`config.mk`:
```
export PLATFORM = sky130hd
export DESIGN_NAME = wdt_top
export DESIGN_NICKNAME = d
export VERILOG_FILES = /design/src/wdt_pkg.sv /design/src/wdt_ctrl_if.sv /design/src/wdt_ctrl_reg.sv /design/src/wdt_top.sv
export SDC_FILE = /design/constraint.sdc
export NUM_CORES = 1
export LEC_CHECK = 0
export CORE_UTILIZATION = 38
export DETAILED_ROUTE_END_ITERATION = 8
export DONT_BUFFER_PORTS = 1
export PLACE_DENSITY = 0.61
export SLEW_MARGIN = 10
export SYNTH_ARGS = -nofsm -noshare
export SYNTH_HDL_FRONTEND = slang
export SYNTH_SLANG_ARGS = --single-unit
```
`constraint.sdc`:
```
create_clock -name clk_i -period 2.45 [get_ports clk_i]
set_input_delay 0.3675 -clock clk_i [delete_from_list [all_inputs] [get_ports clk_i]]
set_output_delay 0.3675 -clock clk_i [all_outputs]
set_load 0.005 [all_outputs]
```
`src/wdt_pkg.sv`:
```
// Package of constants and types for the watchdog timer
package wdt_pkg;

  // ==========================================================
  // Counter sizing and timeouts
  localparam int CNT_W = 21;
  localparam logic [1:0] SEL_RESET = 2'h0;
  localparam int SEL_SHIFT_BASE = 12;
  localparam int SEL_SHIFT_STEP = 3;
  localparam logic [CNT_W-1:0] WARN_LEAD = 21'h000200;
  localparam logic [CNT_W-1:0] CNT_RESET = 21'h000000;

  // ==========================================================
  // Reset pulse and entry address
  localparam int RST_PULSE_CYC = 16;
  localparam logic [4:0] RST_PULSE_LAST = 5'h0f;
  localparam logic [15:0] RESET_ENTRY = 16'h8000;

  // ==========================================================
  // Control register bit positions
  localparam int CTL_SEL_LO = 0;
  localparam int CTL_IRQ_EN = 2;
  localparam int CTL_RST_EN = 3;
  localparam int CTL_RESTART = 4;
  localparam logic [4:0] CTL_RESET = 5'h00;

  typedef enum logic [1:0] {
    ST_RUN,
    ST_FIRE
  } wdt_state_type;

endpackage

```
`src/wdt_ctrl_if.sv`:
```
// Interface carrying the decoded control fields between modules
interface wdt_ctrl_if;
  logic [1:0] sel;
  logic irq_en;
  logic rst_en;
  logic restart;
  logic [wdt_pkg::CNT_W-1:0] limit;

  modport reg_side (output sel, output irq_en, output rst_en, output restart, output limit);
  modport core_side (input sel, input irq_en, input rst_en, input restart, input limit);
endinterface

```
`src/wdt_ctrl_reg.sv`:
```
// Watchdog control register and timeout limit decoder
module wdt_ctrl_reg (
  input wire logic clk_i,
  input wire logic rst_n_i,
  input wire logic wr_i,
  input wire logic [4:0] wdata_i,
  wdt_ctrl_if.reg_side ctl
);
  logic [4:0] ctl_q;
  logic [4:0] ctl_d;
  logic restart_q;
  logic restart_d;

  // ==========================================================
  // Next value of the control register
  always_comb begin
    ctl_d = ctl_q;
    restart_d = 1'b0;
    if (wr_i) begin
      ctl_d = wdata_i;
      ctl_d[wdt_pkg::CTL_RESTART] = 1'b0;
      restart_d = wdata_i[wdt_pkg::CTL_RESTART];
    end
  end

  always_ff @(posedge clk_i) begin
    if (!rst_n_i) begin
      ctl_q <= wdt_pkg::CTL_RESET;
      restart_q <= 1'b0;
    end else begin
      ctl_q <= ctl_d;
      restart_q <= restart_d;
    end
  end

  // Field outputs and limit of 2^(12+3*sel) clocks minus one
  assign ctl.sel = ctl_q[wdt_pkg::CTL_SEL_LO +: 2];
  assign ctl.irq_en = ctl_q[wdt_pkg::CTL_IRQ_EN];
  assign ctl.rst_en = ctl_q[wdt_pkg::CTL_RST_EN];
  assign ctl.restart = restart_q;
  always_comb begin
    ctl.limit = '0;
    unique case (ctl_q[1:0])
      2'h0: ctl.limit = 21'h000fff;
      2'h1: ctl.limit = 21'h007fff;
      2'h2: ctl.limit = 21'h03ffff;
      2'h3: ctl.limit = 21'h1fffff;
    endcase
  end
endmodule

```
`src/wdt_top.sv`:
```
// Watchdog timer with early warning and forced system reset
// How it works
// - Free-running counter on system clock, restarted to zero by software.
// - Timeout without restart forces full reset; interrupt may come first.
// - Four selectable timeouts between 2^12 and 2^21 clocks.
// - Warning interrupt comes 512 clocks before the forced reset.
// - Software controls select, enables and restart through the control register.
// - After a watchdog reset, fetch resumes at address 8000h.
// - External reset pin is driven low during a watchdog reset.
// - Warning flag sets even when the interrupt is disabled.
module wdt_top (
  input wire logic clk_i,
  input wire logic rst_n_i,
  input wire logic ctl_wr_i,
  input wire logic [4:0] ctl_wdata_i,
  input wire logic flag_clr_i,
  output logic [4:0] ctl_rdata_o,
  output logic warn_flag_o,
  output logic irq_o,
  output logic sys_rst_o,
  output logic wdt_rst_flag_o,
  output logic ext_rst_n_o,
  output logic ext_rst_n_oe_o,
  output logic [15:0] entry_addr_o
);
  wdt_ctrl_if ctl ();

  wdt_ctrl_reg u_ctrl (
    .clk_i(clk_i),
    .rst_n_i(rst_n_i),
    .wr_i(ctl_wr_i),
    .wdata_i(ctl_wdata_i),
    .ctl(ctl)
  );

  logic [wdt_pkg::CNT_W-1:0] cnt_q;
  logic [wdt_pkg::CNT_W-1:0] cnt_d;
  wdt_pkg::wdt_state_type st_q;
  wdt_pkg::wdt_state_type st_d;
  logic [4:0] pulse_q;
  logic [4:0] pulse_d;
  logic flag_q;
  logic flag_d;
  logic irq_q;
  logic irq_d;
  logic rst_q;
  logic rst_d;
  logic why_q;
  logic why_d;
  logic pin_q;
  logic pin_d;
  logic [4:0] rd_q;
  logic [4:0] rd_d;
  logic [15:0] entry_q;
  logic [15:0] entry_d;
  logic [9:0] lead_q;
  logic [9:0] lead_d;
  logic firing;
  logic warn_hit;
  logic end_hit;

  // ==========================================================
  // Counter and timeout detection
  assign firing = (st_q == wdt_pkg::ST_FIRE);
  assign warn_hit = (cnt_q == ctl.limit - wdt_pkg::WARN_LEAD);
  // At or past the limit, so a shorter interval chosen late still ends the count
  assign end_hit = (cnt_q >= ctl.limit);

  // Counter is held at zero while the reset pulse runs
  always_comb begin
    cnt_d = cnt_q + 21'h000001;
    if (ctl.restart || end_hit || firing) begin
      cnt_d = wdt_pkg::CNT_RESET;
    end
  end

  always_ff @(posedge clk_i) begin
    if (!rst_n_i) begin
      cnt_q <= wdt_pkg::CNT_RESET;
    end else begin
      cnt_q <= cnt_d;
    end
  end

  // ==========================================================
  // Warning flag: set wins over clear
  always_comb begin
    flag_d = flag_q;
    if (flag_clr_i) begin
      flag_d = 1'b0;
    end
    if (warn_hit && !ctl.restart) begin
      flag_d = 1'b1;
    end
    if (firing) begin
      flag_d = 1'b0;
    end
    irq_d = flag_d && ctl.irq_en;
  end

  always_ff @(posedge clk_i) begin
    if (!rst_n_i) begin
      flag_q <= 1'b0;
      irq_q <= 1'b0;
    end else begin
      flag_q <= flag_d;
      irq_q <= irq_d;
    end
  end

  // ==========================================================
  // Reset pulse sequencer
  always_comb begin
    st_d = st_q;
    pulse_d = pulse_q;
    rst_d = 1'b0;
    why_d = why_q;
    unique case (st_q)
      wdt_pkg::ST_RUN: begin
        if (end_hit && !ctl.restart && ctl.rst_en) begin
          st_d = wdt_pkg::ST_FIRE;
          pulse_d = 5'h00;
          rst_d = 1'b1;
          why_d = 1'b1;
        end
      end
      wdt_pkg::ST_FIRE: begin
        rst_d = 1'b1;
        pulse_d = pulse_q + 5'h01;
        if (pulse_q == wdt_pkg::RST_PULSE_LAST) begin
          st_d = wdt_pkg::ST_RUN;
          rst_d = 1'b0;
        end
      end
      default: st_d = wdt_pkg::ST_RUN;
    endcase
    pin_d = !rst_d;
  end

  always_ff @(posedge clk_i) begin
    if (!rst_n_i) begin
      st_q <= wdt_pkg::ST_RUN;
      pulse_q <= 5'h00;
      rst_q <= 1'b0;
      why_q <= 1'b0;
      pin_q <= 1'b1;
    end else begin
      st_q <= st_d;
      pulse_q <= pulse_d;
      rst_q <= rst_d;
      why_q <= why_d;
      pin_q <= pin_d;
    end
  end

  // ==========================================================
  // Readback word and fixed fetch entry, both registered
  always_comb begin
    rd_d = {1'b0, ctl.rst_en, ctl.irq_en, ctl.sel};
    entry_d = wdt_pkg::RESET_ENTRY;
  end

  always_ff @(posedge clk_i) begin
    if (!rst_n_i) begin
      rd_q <= wdt_pkg::CTL_RESET;
      entry_q <= wdt_pkg::RESET_ENTRY;
    end else begin
      rd_q <= rd_d;
      entry_q <= entry_d;
    end
  end

  // ==========================================================
  // Check helper: cycles since the warning, dropped by restart or pulse
  always_comb begin
    lead_d = lead_q;
    if (ctl.restart || firing) begin
      lead_d = 10'h000;
    end else if (warn_hit) begin
      lead_d = 10'h001;
    end else if (lead_q != 10'h000 && lead_q != 10'h3ff) begin
      lead_d = lead_q + 10'h001;
    end
  end

  always_ff @(posedge clk_i) begin
    if (!rst_n_i) begin
      lead_q <= 10'h000;
    end else begin
      lead_q <= lead_d;
    end
  end

  // Outputs straight from flip-flops
  assign ctl_rdata_o = rd_q;
  assign warn_flag_o = flag_q;
  assign irq_o = irq_q;
  assign sys_rst_o = rst_q;
  assign wdt_rst_flag_o = why_q;
  assign ext_rst_n_o = pin_q;
  assign ext_rst_n_oe_o = rst_q;
  assign entry_addr_o = entry_q;
endmodule
```
* Yosys cells after proc, flatten, opt, wreduce, memory -nomap -nowiden
Index checks and enable logic that the tools add are counted.
** Word-level totals
- Memories kept :: 0
- Memory bits (read-only) :: 0
- Memory bits (writable) :: 0
- Bits in latches :: 0
- Register bits after elaboration :: 43
- Input port bits :: 9
** Operators by class
- Bitwise logic cells :: 1
- Muxes and demuxes :: 12
- Multiply operators :: 0
- Reduce and logical (&&, ||, !) cells :: 16
- Add/sub/neg operators :: 3
- Shifts and indexed selects :: 0
- Div/mod/pow operators :: 0
- Magnitude comparators :: 1
- Equality and inequality tests :: 8
** Operator list (number)
- $pmux W21 S4 :: 1
- $add A21 B1 Y21 const B :: 1
- $eq A21 B21 Y1 :: 1
- $ge A21 B21 Y1 :: 1
- $sub A21 B10 Y21 const B :: 1
- $pmux W5 S2 :: 1
- $reduce_and A2 Y1 :: 4
- $add A5 B1 Y5 const B :: 1
- $eq A5 B4 Y1 const B :: 1
- $mux W1 :: 5
- $mux W5 :: 1
- $eq A2 B1 Y1 const B :: 2
- $eq A2 B2 Y1 const B :: 2
- $logic_and A1 B1 Y1 :: 4
- $logic_not A2 Y1 :: 2
- $mux W2 :: 2
- $pmux W2 S2 :: 1
- $logic_not A1 Y1 :: 2
- $logic_or A1 B1 Y1 :: 2
- $ne A2 B1 Y1 const B :: 1
- $ne A2 B2 Y1 const B :: 1
- $pmux W1 S2 :: 1
- $reduce_bool A2 Y1 :: 1
- $reduce_or A2 Y1 :: 1
- $not A1 Y1 :: 1

* Depth between registers and ports, before layout
- Depth in word-level cells :: 8
- Mapped depth :: 8
- Depth with buffers taken out :: 7

* By module
Synthesis repeated with hierarchy kept, for this count alone.
** Second synthesis, totals
- Cells, all modules :: 333
- Area, all modules :: 2851.5 µm²
** Modules (own cells, without submodules)
- wdt_top :: area an instance 2512.4 µm², instances 1, cells an instance 296
- wdt_ctrl_reg :: area an instance 339.1 µm², instances 1, cells an instance 37

* Worst setup path after synthesis
OpenSTA, ideal clock, no wires.
- Path type :: register to register
- Start point :: reg u_ctrl.ctl_q[1]
- End point :: reg cnt_q[11] in the netlist's numbering
- Stages on the path, launching flop included :: 9
- Path buffers :: 1
- Arrival :: 1756 ps
- Period minus slack after synthesis :: 1871 ps
- Setup slack :: 579 ps
- Required time :: 2335 ps
- Cell sequence :: dfxtp_1 -> nand2_1 -> ha_1 -> nand4_1 -> nor2_1 -> o211ai_2 -> o2111ai_2 -> buf_6 -> nor2_2
** On the way
- Cells in the longest elaborated chain, start to end :: 6
- Elaborated cells on any way between the ends :: 9
- Classes of those cells :: order compare: 1; eq/ne: 3; mux: 1; reduce/logical: 4
** Ends and longest elaborated chain
- from (decl) :: RTL line wdt_ctrl_reg.sv:9 : logic [4:0] ctl_q;
- from (signal assigned) :: RTL line wdt_ctrl_reg.sv:28 : ctl_q <= wdt_pkg::CTL_RESET;
- from (signal assigned) :: RTL line wdt_ctrl_reg.sv:31 : ctl_q <= ctl_d;
- $eq A2 B2 Y1, or another cell as far along :: RTL line wdt_ctrl_reg.sv:43 : unique case (ctl_q[1:0])
- $pmux W21 S4 * :: RTL line wdt_ctrl_reg.sv:43
- $ge A21 B21 Y1 * :: RTL line wdt_top.sv:67 : assign end_hit = (cnt_q >= ctl.limit);
- $logic_or A1 B1 Y1 * (2 in series) :: RTL line wdt_top.sv:72 : if (ctl.restart || end_hit || firing) begin
- $reduce_or A2 Y1 (no line) *
- to (signal assigned) :: RTL line wdt_top.sv:79 : cnt_q <= wdt_pkg::CNT_RESET;
- to (signal assigned) :: RTL line wdt_top.sv:81 : cnt_q <= cnt_d;
- to (decl) :: RTL line wdt_top.sv:36 : logic [wdt_pkg::CNT_W-1:0] cnt_q;
Every way passes the cells marked *; elsewhere a longest branch is shown, timed or not. The select of a mux whose other input is x is not followed.
A chain may end at the register's enable or synchronous reset.

* Worst setup path in the final report
- Start point :: reg u_ctrl.ctl_q[1]
- End point :: reg cnt_q[4] in the netlist's numbering
The elaborated chain is that of the path after synthesis.

==> impl_metrics.csv <==
group,metric,value,unit
outcome,status,"completed",
cells_and_area,fin_util,0.4221,
floorplan,rows,26,
power_and_ir_drop,p_per_area,551.8,mW/mm^2
global_routing,overflow,0,
critical_path,critPathRequiredTime,2.63,ns
synthesis,avgSynthCellArea,9.272,um^2
synthesis,synth_largest_area_cell,"dfxtp_1",
floorplan,ios,36,
critical_path,critPathCaptureType,"flop",
route,wirelength,3512,um
cells_and_area,drive_above_1_share,0.1441,
route,wire_per_inst,11.75,um
route,first_pass_iters,4,
floorplan,initial_core_util,0.4054,
clock_tree,cts_buffers,5,
synthesis,synthArstFlopShare,0,
place,gp_congestion,0.7592,
route,viasPerCell,4.846,
route,drc_errors,0,
clock_tree,clk_latency,0.29,ns
clock_tree,cts_max_level,2,
power_and_ir_drop,irDropWorstVdd,216.5,uV
synthesis,yosysSeqAreaShare,0.3866,
place,numPortBuffers,0,
route,first_iter_violations,70,
synthesis,synth_edf_count,0,
critical_path,worst-setup-path-type,"flop to flop",
power_and_ir_drop,total_leakage_power,0.8444,nW
critical_path,worst_setup_path_start_kind,"flop",
critical_path,rr_endpoint,"cnt_q[4]$_SDFF_PP0_",
floorplan,die_y,76.75,um
sta,period_needed,2.083,ns
critical_path,r2r_cells,8,
route,vias,1449,
synthesis,synth_top_flop_cell,"dfxtp_1",
job,drv_cap,0,
hold_path,hold_path_startpoint,"rst_n_i",
cells_and_area,nNetsFinal,246,
critical_path,cp.arrival,2.27,ns
cells_and_area,area_growth_syn_to_layout,4.125,%
global_routing,grt_max_degree,26,
clock_tree,postCtsHoldBufs,0,
place,place_ws,0.3752,ns
hold_path,min_path_type,"input port to flop",
place,place_inst,291,
cells_and_area,antenna_cells,0,
clock_tree,clk_transition_reported_paths,0.08,ns
synthesis,yosysMostFrequentCell,"dfxtp_1",
hold_path,whs_path_depth,1,
floorplan,coreArea,0.005238,mm^2
sta,max_freq,480.1,MHz
sta,finalHoldViolCount,0,
sta,rsz0062_at_grt,"no",
synthesis,yosys-top-cells-count,"41 x dfxtp_1, 20 x buf_4, 19 x nor2_1",
critical_path,cp_max_fo,21,
sta,drv_slew,0,
synthesis,synth_seq_cells,41,
floorplan,die-area,0.005891,mm^2
clock_tree,post-cts-setup-buffer-count,0,
synthesis,synth_warnings,0,
clock_tree,clk_path_buf_depth,2,
route,postRouteAntennaNets,0,
global_routing,antenna_found_initial,0,
sta,fin_ws,0.3669,ns
sta,fin_skew,0.009902,ns
clock_tree,cts_tree,"done",
synthesis,syn-instance-count,229,
synthesis,synthTopCellsByArea,"dfxtp_1 39%, buf_4 7.1%, xor2_1 5.4%",
global_routing,grt_first_pass_wirelength,6285,um
clock_tree,clkSinkCount,41,
cells_and_area,fin_cells,299,
global_routing,grt_pass1_vias,1380,
critical_path,r2r-start,"u_ctrl.ctl_q[1]$_SDFFE_PN0P_",
synthesis,yosysUniqueCellTypes,44,
cells_and_area,n_fill_cell,538,
synthesis,synth_top_area_share,0.3866,
global_routing,grt_usage,0.1355,
sta,min_period_over_period,0.8502,
synthesis,syn_area,0.002123,mm^2
sta,setup_violations,0,
hold_path,min_to,"ext_rst_n_o$_SDFF_PN1_",
clock_tree,cts_resized,0,
sta,finalSetupTns,0,ns
place,hpwl,2491,um
floorplan,die_w,76.75,um
clock_tree,clockRootBuffer,"clkbuf_8",
critical_path,ff2ff_setup_slack,0.37,ns
placed cells by master (no fill, tap or decap), types with 2 or more instances in the layout:
cell type,count
inv_1,4
a21oi_1,7
nor3_1,2
nor2b_1,8
dfxtp_1,41
nand3_1,12
buf_4,2
a32o_1,3
or2_2,2
and3_1,4
xor2_1,13
nor2_1,19
nor2_2,10
o221ai_1,3
nand3b_1,2
and2_1,4
nand2b_1,2
ha_1,9
a31oi_1,2
clkbuf_8,6
mux2i_1,4
xnor2_1,9
nand2_1,16
nand4_1,7
conb_1,17
registers in the layout (all words and copies together), names as in the netlist:
signal and flops:
ext_rst_n_oe_o 1, cnt_q 21, pulse_q 5, ctl_rdata_o 4, st_q 1, u_ctrl.ctl_q 4, irq_o 1, warn_flag_o 1
wdt_rst_flag_o 1, u_ctrl.ctl.restart 1, ext_rst_n_o 1
layout make-up:
class,instances,area (um^2),area share
timing repair buffer,3,35.03,0.01585
clock buffer,6,82.58,0.03735
multi-input combinational,173,1156,0.5229
clock inverter,2,13.76,0.006225
inverter,4,15.01,0.006791
tap,70,87.58,0.03962
sequential,41,820.8,0.3713
routing by layer:
layer	vias up	share of wire	GRT usage
met5	-	0	0
met4	0	0.016	0.06923
met3	2	0.032	0.04048
met2	24	0.45	0.2116
met1	677	0.50	0.1678
li1	746	-	-
cell families (layout without fill, tap and decap cells):
logic type,Yosys count,in the layout,synth area share
buffers and inverters,30,15,0.09546
AND/OR/NAND/NOR,99,99,0.2634
adder cells (fa/ha/maj),9,9,0.05304
AO/OA/AOI/OAI,22,22,0.08839
other,2,17,0.003537
flip-flops,41,41,0.3866
multiplexers,4,4,0.01886
XOR/XNOR,22,22,0.09075
worst max-delay path by stage:
stage	from	endpoint	cells after the start
after floorplan	u_ctrl.ctl_q[1]$_SDFFE_PN0P_	cnt_q[11]$_SDFF_PP0_	8
after global placement	u_ctrl.ctl_q[1]$_SDFFE_PN0P_	cnt_q[4]$_SDFF_PP0_	8
after detailed placement	u_ctrl.ctl_q[1]$_SDFFE_PN0P_	cnt_q[8]$_SDFF_PP0_	8
after CTS	u_ctrl.ctl_q[1]$_SDFFE_PN0P_	cnt_q[4]$_SDFF_PP0_	8
after global routing	u_ctrl.ctl_q[1]$_SDFFE_PN0P_	cnt_q[3]$_SDFF_PP0_	8
final	u_ctrl.ctl_q[1]$_SDFFE_PN0P_	cnt_q[4]$_SDFF_PP0_	8
power by group:
part	switching (mW)	total, mW	internal (mW)
registers	0.00991	0.687	0.677
logic	0.0397	0.0663	0.0266
clock network	0.238	0.467	0.228
total	0.288	1.22	0.932
critical path, cell delays in order, from the launching register on:
cell and delay (ns):
dfxtp_1 0.41, nand2_1 0.12, ha_1 0.32, nand4_1 0.11
nor2_1 0.27, o211ai_2 0.19, o2111ai_2 0.28, buf_12 0.21
nor2_1 0.06
through the flow:
step	total power, mW	hold WS [ns]	instance area [um^2]
floorplan	0.7823	0.4390	2180
global placement	0.7687	0.4560	2115
detailed placement	0.7692	0.4579	2115
CTS	1.235	0.1461	2211
global route	1.270	0.1427	2211
finish	1.220	0.1560	2211
Power figures use the tool's default switching activity.
